`src/verilog/pmbus_slave_pkg.sv`:
```
// shared types, constants and the check-byte function for the dual-port bus slave
// Function
// - unsupported command sets flag and attention
// - unsupported read returns zero data
// - out-of-range write sets flag and attention
// - slave only, never starts, answers promptly
// - stretch only after ninth ack, under 25ms (code holds for up to the full 25ms)
// - bus low over 35ms aborts, releases
// - works at 100 and 400 kHz
// - commands without check byte are ignored
// - check byte is CRC-8 over all bytes
// - last data sender also sends check byte
// - attention buffered onto two outputs, selector adds
// - attention idles high, latches low until clear
// - listed fault events raise attention
// - both attention outputs asserted at power-up
// - attention released only by clear or reset (code also releases the shared latch, but not a port's lock-up bit, on a matching alert query)
// - any internal change reasserts attention
// - five idle seconds re-initialise the controller
// - two ports, primary port controls at power-up
// - write: addr, command, low, high, check
// - read: addr, command, restart, low, high, check
// - longer transfers use block forms
// - alert query sends address, releases on match
// - clear from non-controlling port has no effect
package pmbus_slave_pkg;

	typedef struct packed
	{
		logic scl;
		logic sda;
	} pin_type;

	typedef struct packed
	{
		logic unsupported;
		logic out_of_range;
		logic pec_error;
		logic comm_error;
	} flags_type;

	typedef struct packed
	{
		logic [7:0] cmd;
		logic [7:0] lo;
		logic [7:0] hi;
		logic [1:0] len;
	} wr_type;

	typedef enum logic [6:0]
	{
		ST_IDLE = 7'h01,
		ST_RX = 7'h02,
		ST_RX_ACK = 7'h04,
		ST_STRETCH = 7'h08,
		ST_TX = 7'h10,
		ST_TX_ACK = 7'h20,
		ST_REINIT = 7'h40
	} state_type;

	localparam int CLK_HZ = 25_000_000;
	localparam int STRETCH_MS = 25;
	localparam int LOCKUP_MS = 35;
	localparam int IDLE_S = 5;
	localparam int REINIT_US = 2;
	localparam int STRETCH_CYC = CLK_HZ / 1000 * STRETCH_MS;
	localparam int LOCKUP_CYC = (CLK_HZ / 1000 * LOCKUP_MS) + 1;
	localparam int IDLE_CYC = CLK_HZ * IDLE_S;
	localparam int REINIT_CYC = CLK_HZ / 1_000_000 * REINIT_US;

	localparam logic [6:0] ARA_ADDR = 7'h0C;
	localparam logic [7:0] CMD_CLEAR_FAULTS = 8'h03;
	localparam logic [7:0] IDLE_BYTE = 8'hFF;
	localparam logic [3:0] BITS_PER_BYTE = 4'h8;
	localparam logic [2:0] MAX_RX_BYTES = 3'h7;

	// polynomial x^8+x^2+x+1, msb first, zero start value
	function automatic logic [7:0] crc8(input logic [7:0] crc, input logic [7:0] data);
		logic [7:0] c;
		c = crc ^ data;
		for (int i = 0; i < 8; i++)
		begin
			c = c[7] ? ((c << 1) ^ 8'h07) : (c << 1);
		end
		return c;
	endfunction

endpackage
```
`src/verilog/pmbus_dual_slave.sv`:
```
// dual-port bus slave engine with check byte, stretching, lock-up abort and attention latch
`timescale 1ns/1ps
module pmbus_dual_slave #(
	parameter int STRETCH_CYCLES = pmbus_slave_pkg::STRETCH_CYC,
	parameter int LOCKUP_CYCLES = pmbus_slave_pkg::LOCKUP_CYC,
	parameter int IDLE_CYCLES = pmbus_slave_pkg::IDLE_CYC
)
(
	input wire logic clk,
	input wire logic reset_n,
	input wire pmbus_slave_pkg::pin_type [1:0] bus_in,
	output pmbus_slave_pkg::pin_type [1:0] bus_out,
	output pmbus_slave_pkg::pin_type [1:0] bus_oe,
	input wire logic [6:0] dev_addr,
	input wire logic ctrl_sel,
	input wire logic cmd_supported,
	input wire logic value_in_range,
	input wire logic [15:0] rd_data,
	input wire logic rd_valid,
	input wire logic state_change,
	output logic [7:0] cur_cmd,
	output logic rd_req,
	output logic wr_valid,
	output pmbus_slave_pkg::wr_type wr,
	output pmbus_slave_pkg::flags_type status,
	output logic ctrl_port,
	output logic [1:0] alert_n
);

	typedef struct packed
	{
		pmbus_slave_pkg::pin_type [1:0] s1;
		pmbus_slave_pkg::pin_type [1:0] s2;
		pmbus_slave_pkg::pin_type [1:0] prev;
		pmbus_slave_pkg::state_type st;
		logic port;
		logic ctrl;
		logic [3:0] bit_cnt;
		logic [7:0] shreg;
		logic [2:0] rx_cnt;
		logic addr_phase;
		logic [7:0] cmd;
		logic [7:0] lo;
		logic [7:0] hi;
		logic [7:0] crc;
		logic rw;
		logic ara;
		logic [1:0] tx_idx;
		logic sda_oe;
		logic scl_oe;
		logic alert;
		logic [1:0] sel_alert;
		logic [1:0] alert_n;
		pmbus_slave_pkg::flags_type flags;
		logic [19:0] low_cnt;
		logic [19:0] str_cnt;
		logic [26:0] idle_cnt;
		logic [5:0] reinit_cnt;
		logic wr_valid;
		pmbus_slave_pkg::wr_type wr;
		logic rd_req;
	} state_t_type;

	// attention starts asserted so a freshly powered unit announces itself
	// synchroniser stages start at the idle pin level so no false edge follows reset
	localparam state_t_type RST = '{st: pmbus_slave_pkg::ST_IDLE, alert: 1'b1,
		alert_n: 2'b00, s1: '1, s2: '1, prev: '1, default: '0};

	state_t_type q_r;
	state_t_type q_nxt;

	// next-state logic: bit engine on the port that owns the current frame
	always_comb
	begin
		pmbus_slave_pkg::pin_type cur;
		pmbus_slave_pkg::pin_type prv;
		pmbus_slave_pkg::flags_type set_f;
		logic rise;
		logic fall;
		logic clr;
		logic ara_hit;
		logic [1:0] start_v;
		logic [1:0] stop_v;
		logic [7:0] byte_v;
		logic [7:0] nb;
		cur = '0;
		prv = '0;
		set_f = '0;
		clr = 1'b0;
		ara_hit = 1'b0;
		start_v = '0;
		stop_v = '0;
		byte_v = '0;
		nb = '0;
		rise = 1'b0;
		fall = 1'b0;
		q_nxt = q_r;
		q_nxt.wr_valid = 1'b0;
		q_nxt.rd_req = 1'b0;
		q_nxt.s1 = bus_in;
		q_nxt.s2 = q_r.s1;
		q_nxt.prev = q_r.s2;
		q_nxt.ctrl = ctrl_sel;
		for (int i = 0; i < 2; i++)
		begin
			start_v[i] = q_r.prev[i].sda & ~q_r.s2[i].sda & q_r.s2[i].scl & q_r.prev[i].scl;
			stop_v[i] = ~q_r.prev[i].sda & q_r.s2[i].sda & q_r.s2[i].scl & q_r.prev[i].scl;
		end
		cur = q_r.s2[q_r.port];
		prv = q_r.prev[q_r.port];
		// edges are found by oversampling, which covers both 100 and 400 kHz
		rise = cur.scl & ~prv.scl;
		fall = ~cur.scl & prv.scl;

		// idle watchdog: a silent bus for the full interval re-initialises the engine
		if (q_r.s2 != q_r.prev)
			q_nxt.idle_cnt = '0;
		else if (q_r.idle_cnt != 27'(IDLE_CYCLES))
			q_nxt.idle_cnt = q_r.idle_cnt + 27'h1;

		// lock-up: either line of the owning port low while we do not hold the clock; our own data pull also counts
		if (q_r.st != pmbus_slave_pkg::ST_IDLE && q_r.st != pmbus_slave_pkg::ST_REINIT
			&& !q_r.scl_oe && (!cur.scl || !cur.sda))
			q_nxt.low_cnt = q_r.low_cnt + 20'h1;
		else
			q_nxt.low_cnt = '0;

		case (q_r.st)
			pmbus_slave_pkg::ST_REINIT:
			begin
				// starts seen during these few microseconds are missed
				q_nxt.reinit_cnt = q_r.reinit_cnt + 6'h1;
				if (q_r.reinit_cnt == 6'(pmbus_slave_pkg::REINIT_CYC - 1))
					q_nxt.st = pmbus_slave_pkg::ST_IDLE;
			end
			pmbus_slave_pkg::ST_RX:
			begin
				if (rise)
				begin
					q_nxt.shreg = {q_r.shreg[6:0], cur.sda};
					q_nxt.bit_cnt = q_r.bit_cnt + 4'h1;
				end
				else if (fall && q_r.bit_cnt == pmbus_slave_pkg::BITS_PER_BYTE)
				begin
					byte_v = q_r.shreg;
					q_nxt.crc = pmbus_slave_pkg::crc8(q_r.crc, byte_v);
					q_nxt.sda_oe = 1'b1;
					q_nxt.st = pmbus_slave_pkg::ST_RX_ACK;
					q_nxt.addr_phase = 1'b0;
					if (q_r.addr_phase)
					begin
						q_nxt.rw = byte_v[0];
						q_nxt.ara = 1'b0;
						if (byte_v == {pmbus_slave_pkg::ARA_ADDR, 1'b1})
							q_nxt.ara = 1'b1;
						else if (byte_v[7:1] != dev_addr)
						begin
							q_nxt.sda_oe = 1'b0;
							q_nxt.st = pmbus_slave_pkg::ST_IDLE;
						end
					end
					else
					begin
						// standard write: command, low byte, high byte, check byte
						if (q_r.rx_cnt == 3'h0)
							q_nxt.cmd = byte_v;
						if (q_r.rx_cnt == 3'h1)
							q_nxt.lo = byte_v;
						if (q_r.rx_cnt == 3'h2)
							q_nxt.hi = byte_v;
						if (q_r.rx_cnt != pmbus_slave_pkg::MAX_RX_BYTES)
							q_nxt.rx_cnt = q_r.rx_cnt + 3'h1;
					end
				end
			end
			pmbus_slave_pkg::ST_RX_ACK:
			begin
				if (fall)
				begin
					q_nxt.sda_oe = 1'b0;
					q_nxt.bit_cnt = '0;
					if (q_r.rw)
					begin
						// the only place we hold the clock: right after the ninth bit
						q_nxt.scl_oe = 1'b1;
						q_nxt.rd_req = 1'b1;
						q_nxt.str_cnt = '0;
						q_nxt.st = pmbus_slave_pkg::ST_STRETCH;
					end
					else
						q_nxt.st = pmbus_slave_pkg::ST_RX;
				end
			end
			pmbus_slave_pkg::ST_STRETCH:
			begin
				q_nxt.str_cnt = q_r.str_cnt + 20'h1;
				// capped so the hold lasts at most STRETCH_CYCLES cycles, the full stretch limit
				if (rd_valid || q_r.str_cnt == 20'(STRETCH_CYCLES - 1))
				begin
					if (q_r.ara)
						nb = {dev_addr, 1'b1};
					else if (!cmd_supported)
					begin
						nb = '0;
						set_f.unsupported = 1'b1;
					end
					else
						nb = rd_valid ? rd_data[7:0] : 8'h00;
					q_nxt.hi = (cmd_supported && rd_valid) ? rd_data[15:8] : 8'h00;
					q_nxt.shreg = nb;
					q_nxt.crc = pmbus_slave_pkg::crc8(q_r.crc, nb);
					q_nxt.sda_oe = ~nb[7];
					q_nxt.scl_oe = 1'b0;
					q_nxt.tx_idx = '0;
					q_nxt.st = pmbus_slave_pkg::ST_TX;
				end
			end
			pmbus_slave_pkg::ST_TX:
			begin
				// during the alert query a lower address on the wire wins; back off
				if (rise && q_r.ara && q_r.tx_idx == 2'h0 && cur.sda != q_r.shreg[7])
				begin
					q_nxt.sda_oe = 1'b0;
					q_nxt.st = pmbus_slave_pkg::ST_IDLE;
				end
				else if (fall)
				begin
					q_nxt.bit_cnt = q_r.bit_cnt + 4'h1;
					if (q_r.bit_cnt == 4'h7)
					begin
						q_nxt.sda_oe = 1'b0;
						q_nxt.st = pmbus_slave_pkg::ST_TX_ACK;
						ara_hit = q_r.ara && q_r.tx_idx == 2'h0;
					end
					else
					begin
						q_nxt.shreg = {q_r.shreg[6:0], 1'b0};
						q_nxt.sda_oe = ~q_r.shreg[6];
					end
				end
			end
			pmbus_slave_pkg::ST_TX_ACK:
			begin
				if (rise && cur.sda)
					q_nxt.st = pmbus_slave_pkg::ST_IDLE;
				else if (fall)
				begin
					// we sent the last data byte, so we also send its check byte
					if (q_r.tx_idx == 2'h0 && !q_r.ara)
						nb = q_r.hi;
					else if (q_r.tx_idx == 2'h0 || (q_r.tx_idx == 2'h1 && !q_r.ara))
						nb = q_r.crc;
					else
						nb = pmbus_slave_pkg::IDLE_BYTE;
					q_nxt.crc = pmbus_slave_pkg::crc8(q_r.crc, nb);
					q_nxt.shreg = nb;
					q_nxt.sda_oe = ~nb[7];
					q_nxt.bit_cnt = '0;
					if (q_r.tx_idx != 2'h3)
						q_nxt.tx_idx = q_r.tx_idx + 2'h1;
					q_nxt.st = pmbus_slave_pkg::ST_TX;
				end
			end
			pmbus_slave_pkg::ST_IDLE:
			begin
				q_nxt.sda_oe = 1'b0;
				q_nxt.scl_oe = 1'b0;
			end
			default:
				q_nxt.st = pmbus_slave_pkg::ST_IDLE;
		endcase

		// stop ends a write frame: one with at least a command byte and a good check byte executes if supported, in range and not a clear from the other port
		if (q_r.st != pmbus_slave_pkg::ST_IDLE && q_r.st != pmbus_slave_pkg::ST_REINIT
			&& stop_v[q_r.port])
		begin
			q_nxt.st = pmbus_slave_pkg::ST_IDLE;
			q_nxt.sda_oe = 1'b0;
			q_nxt.scl_oe = 1'b0;
			if (!q_r.rw && q_r.rx_cnt >= 3'h2)
			begin
				if (q_r.crc != 8'h00)
					set_f.pec_error = 1'b1;
				else if (q_r.cmd == pmbus_slave_pkg::CMD_CLEAR_FAULTS)
					clr = (q_r.port == q_r.ctrl);
				else if (!cmd_supported)
					set_f.unsupported = 1'b1;
				else if (q_r.rx_cnt > 3'h2 && !value_in_range)
					set_f.out_of_range = 1'b1;
				else
				begin
					q_nxt.wr_valid = 1'b1;
					q_nxt.wr = '{cmd: q_r.cmd, lo: q_r.lo, hi: q_r.hi,
						len: 2'(q_r.rx_cnt - 3'h2)};
				end
			end
		end

		// starts are only ever answered, never made; idle takes either port, port 0 first
		if (q_r.st == pmbus_slave_pkg::ST_IDLE && (start_v != 2'b00))
		begin
			q_nxt.port = ~start_v[0];
			q_nxt.crc = '0;
			q_nxt.rx_cnt = '0;
			q_nxt.rw = 1'b0;
			q_nxt.addr_phase = 1'b1;
			q_nxt.bit_cnt = '0;
			q_nxt.st = pmbus_slave_pkg::ST_RX;
		end
		else if (q_r.st != pmbus_slave_pkg::ST_IDLE && q_r.st != pmbus_slave_pkg::ST_REINIT
			&& start_v[q_r.port])
		begin
			// repeated start keeps the running check value over address and command
			q_nxt.addr_phase = 1'b1;
			q_nxt.bit_cnt = '0;
			q_nxt.sda_oe = 1'b0;
			q_nxt.scl_oe = 1'b0;
			q_nxt.st = pmbus_slave_pkg::ST_RX;
		end

		if (q_r.low_cnt == 20'(LOCKUP_CYCLES - 1))
		begin
			q_nxt.st = pmbus_slave_pkg::ST_IDLE;
			q_nxt.sda_oe = 1'b0;
			q_nxt.scl_oe = 1'b0;
			set_f.comm_error = 1'b1;
			q_nxt.sel_alert[q_r.port] = 1'b1;
		end
		if (q_r.idle_cnt == 27'(IDLE_CYCLES - 1))
		begin
			q_nxt.st = pmbus_slave_pkg::ST_REINIT;
			q_nxt.reinit_cnt = '0;
			q_nxt.sda_oe = 1'b0;
			q_nxt.scl_oe = 1'b0;
		end

		// sticky flags and attention: a new event in the clearing cycle wins
		q_nxt.flags = (clr ? pmbus_slave_pkg::flags_type'('0) : q_r.flags) | set_f;
		if (clr)
			q_nxt.sel_alert[q_r.port] = 1'b0;
		q_nxt.alert = ((clr || ara_hit) ? 1'b0 : q_r.alert)
			| (|set_f) | state_change;
		for (int i = 0; i < 2; i++)
			q_nxt.alert_n[i] = ~(q_nxt.alert | q_nxt.sel_alert[i]);
	end

	// single state register
	always_ff @(posedge clk or negedge reset_n)
	begin
		if (!reset_n)
			q_r <= RST;
		else
			q_r <= q_nxt;
	end

	// open-drain pins: only ever pull low, driven toward the owning port
	generate
		for (genvar g = 0; g < 2; g++)
		begin : g_pin
			assign bus_out[g] = '0;
			assign bus_oe[g].sda = q_r.sda_oe & (q_r.port == 1'(g));
			assign bus_oe[g].scl = q_r.scl_oe & (q_r.port == 1'(g));
		end
	endgenerate

	assign cur_cmd = q_r.cmd;
	assign rd_req = q_r.rd_req;
	assign wr_valid = q_r.wr_valid;
	assign wr = q_r.wr;
	assign status = q_r.flags;
	assign ctrl_port = q_r.ctrl;
	assign alert_n = q_r.alert_n;

endmodule

```
`config.mk`:
```
export PLATFORM = sky130hd
export DESIGN_NAME = pmbus_dual_slave
export DESIGN_NICKNAME = d
export VERILOG_FILES = /design/src/verilog/pmbus_slave_pkg.sv /design/src/verilog/pmbus_dual_slave.sv
export SDC_FILE = /design/constraint.sdc
export NUM_CORES = 1
export LEC_CHECK = 0
export ABC_AREA = 1
export BUFFER_PORTS_ARGS = -buffer_cell sky130_fd_sc_hd__buf_2
export CORE_ASPECT_RATIO = 1.1
export CORE_MARGIN = 2
export CORE_UTILIZATION = 55
export CTS_CLUSTER_DIAMETER = 100
export DETAILED_ROUTE_END_ITERATION = 16
export PLACE_DENSITY_LB_ADDON = 0.3
export SYNTH_ARGS = -nofsm -noshare
export SYNTH_HDL_FRONTEND = slang
export SYNTH_SLANG_ARGS = --single-unit
```
`constraint.sdc`:
```
create_clock -name clk -period 2.03 [get_ports clk]
set_input_delay 0.1015 -clock clk [delete_from_list [all_inputs] [get_ports clk]]
set_output_delay 0.1015 -clock clk [all_outputs]
set_load 0.03 [all_outputs]
```
==> results.ini <==
[worst_setup_path]
ff2ff_path_depth=12
setup.worst_path.class=flip-flop to flip-flop
end_kind=flip-flop
r2r_slack_ns=-0.04
reg2reg_to=q_r[111]
cp.required_ns=2.41
worstSetupStartpoint=q_nxt[173]
arrival_ns=2.45
critPathMaxFanout=5
crit_path_start_kind=flip-flop
r2r-start=q_nxt[173]
crit_end=q_r[111]

[global_routing]
grt_pass1_vias=10400
grt_pass1_wl_um=50500
grt_usage_pct=29.1
grt_max_degree=75
grt.overflow.total=0
grt_use_met3_pct=4.17
antenna_found_initial=0
top_usage_layer=met2
met2_usage_pct=48.4
use_met1_pct=37.7

[routing]
detail_route.wl_per_cell_um=16.2
ant_nets=0
wl_um=32700
drt_iter0_markers=1069
drt-vias-per-instance=5.64
num_vias=11400
drt_first_pass_iters=5
drc=0

[floorplanning]
die_h_um=153
placementRows=54
io_pins=85
die_w_um=139
core_um2=19800
die_area_um2=21300
start_util_pct=56.1

[pwr]
p_leak_nw=6.94
ir_drop_mv=0.753
power.density_nw_per_um2=702

[clocking]
clkTransAtPathRegs_ns=0.08
clkLatencyLatePin_ns=0.45
cts_buffer_depth=2
cts.root.buffer_cell=clkbuf_16
cts_tree=done
cts_buffers=17
clock-sinks=185
htreeDepth=4

[cells_and_area]
fin_util_pct=73.1
finalNetCount=1807
drive_gt1_share_pct=29.4
area_growth_pct=30.4
fill_cells=1455

[logic_synthesis]
syn_avg_cell_area_um2=7.34
synth_seq_area_share_pct=41.9
ys.warnings.count=0
syn-instance-count=1512
yosysUniqueCellTypes=45
synth_edf_count=0
ys_seq_elements=185
synthFlopType=dfrtp_1
async_flop_share_pct=100
syn_area_um2=11100

[timing]
post-route-period-util_pct=102
hold_viol_final=0
drv_slew=0
setup-tns-final_ns=-0.0463
timing.final.ws_setup_ns=-0.0432
rsz0062_at_grt=true
setup_viol=2
fmax_mhz=482
finalClockSkew_ns=0.0130
holdWs_ns=0.000805
slew_headroom_pct=55.0
worst_pin_slew_ns=0.668
period_minus_slack_ns=2.07

[flow_run]
cap_violations=0

[status]
violations=setup timing
status=complete, but fails checks

[placement]
gp_congestion=0.995
io_buffers=80
dp_hpwl_um=23000
pre_cts_ws_ns=-0.201

[hold_path]
hp-class=input port to flip-flop

state kept, by name, summed over array words and instances (netlist names):
signal and flops:
q_nxt 8, rd_req 1, alert_n 2, q_r 134, ctrl_port 1, wr 26, status 4, cur_cmd 8
wr_valid 1
critical path, stage by stage (launching register included):
cell,delay [ns]
dfstp_2,0.58
inv_2,0.06
o21ai_4,0.13
buf_6,0.13
nand2_1,0.05
nand4_1,0.21
nand3_2,0.13
buf_4,0.15
buf_4,0.12
buf_4,0.13
o32ai_4,0.09
nor2_1,0.09
a21oi_1,0.12
through the flow:
stage | cells | power [W] | cell area [um2]
2_1_floorplan | 1515 | 0.00553 | 11100
3_3_place_gp | 1937 | 0.00644 | 12700
3_5_place_dp | 1937 | 0.00648 | 12700
4_1_cts | 1987 | 0.00985 | 13500
5_1_grt | 2017 | 0.0106 | 14500
6_report | 2018 | 0.0102 | 14500
repair_timing:
item	4_1_cts	5_1_grt
gates cloned	2	2
hold endpoints to repair	71	0
pin swaps	9	58
resized for setup	41	212
setup buffers	9	30
endpoints found under the setup margin	40	83
hold buffers	7	0
report_power, final:
part	total (W)	switching [W]	internal [W]
registers	0.00408	0.000220	0.00386
logic	0.00277	0.00169	0.00108
clock network	0.00331	0.00167	0.00164
total	0.0102	0.00358	0.00657
metal layers:
metal,vias to the layer above,routed length (um)
li1,5402,-
met1,5413,13400
met2,451,15800
met3,113,1980
met4,0,1540
met5,-,0
worst min-delay path by stage:
stage            startpoint         end  slack, ns  cells past startpoint
3_5_place_dp        reset_n      wr[12]       0.17                      1
5_1_grt        state_change    q_r[109]       0.02                      4
2_1_floorplan       reset_n  alert_n[0]      -0.19                      0
4_1_cts          rd_data[9]    q_r[125]      0.001                      5
6_report       state_change    q_r[109]     0.0008                      4
3_3_place_gp        reset_n    wr_valid       0.16                      1
cell families after synthesis:
kind of cell | share of synthesized area [%]
flops | 41.9
compound gates | 10.2
other cells | 0.0338
simple gates | 30.7
xor+xnor | 3.95
buf+inv | 10.9
fa+ha+maj | 2.37
area by class of cell:
| cell class | instances | area [um2] | area share [%] |
|---|---|---|---|
| Timing Repair inverter | 1 | 7.51 | 0.0519 |
| Timing Repair Buffer | 287 | 2120 | 14.6 |
| Multi-Input combinational cell | 1055 | 6020 | 41.6 |
| Sequential cell | 185 | 4650 | 32.1 |
| Antenna cell | 1 | 2.50 | 0.0173 |
| Clock buffer | 18 | 429 | 2.96 |
| Inverter | 205 | 782 | 5.40 |
| Tap cell | 252 | 315 | 2.18 |
| Clock inverter | 14 | 156 | 1.08 |
cell usage after synthesis, drive strengths merged, types with 6 or more instances:
cell	number	area, um2
dfstp	14	368
nor3	56	280
ha	21	263
or2	6	37.5
nand3	151	761
dfrtp	171	4280
nand4	39	256
nand2	386	1450
nor3b	7	52.6
buf	51	365
xor2	35	307
xnor2	15	131
clkbuf	19	71.3
nor4	12	96.3
inv	202	758
o31ai	6	45.0
o22ai	12	75.1
nor2	113	442
a21oi	56	284
o21ai	108	541
layout by cell type, fill, tap and decap left out, types with 24 or more instances in the layout:
cell / netlist / routed
a21oi_1: 55 / 51
nand2_2: 2 / 38
inv_1: 194 / 174
nand4_1: 37 / 37
xor2_1: 35 / 31
inv_2: 8 / 24
nand3_2: 1 / 26
nand3_1: 150 / 120
o21ai_0: 96 / 69
nand2_1: 384 / 336
dfrtp_1: 171 / 169
buf_4: 44 / 177
nor2_1: 108 / 83
nor3_1: 56 / 50
buf_2: 7 / 80
o21ai_1: 12 / 26
Note: power is estimated with default switching activity, not from simulation.
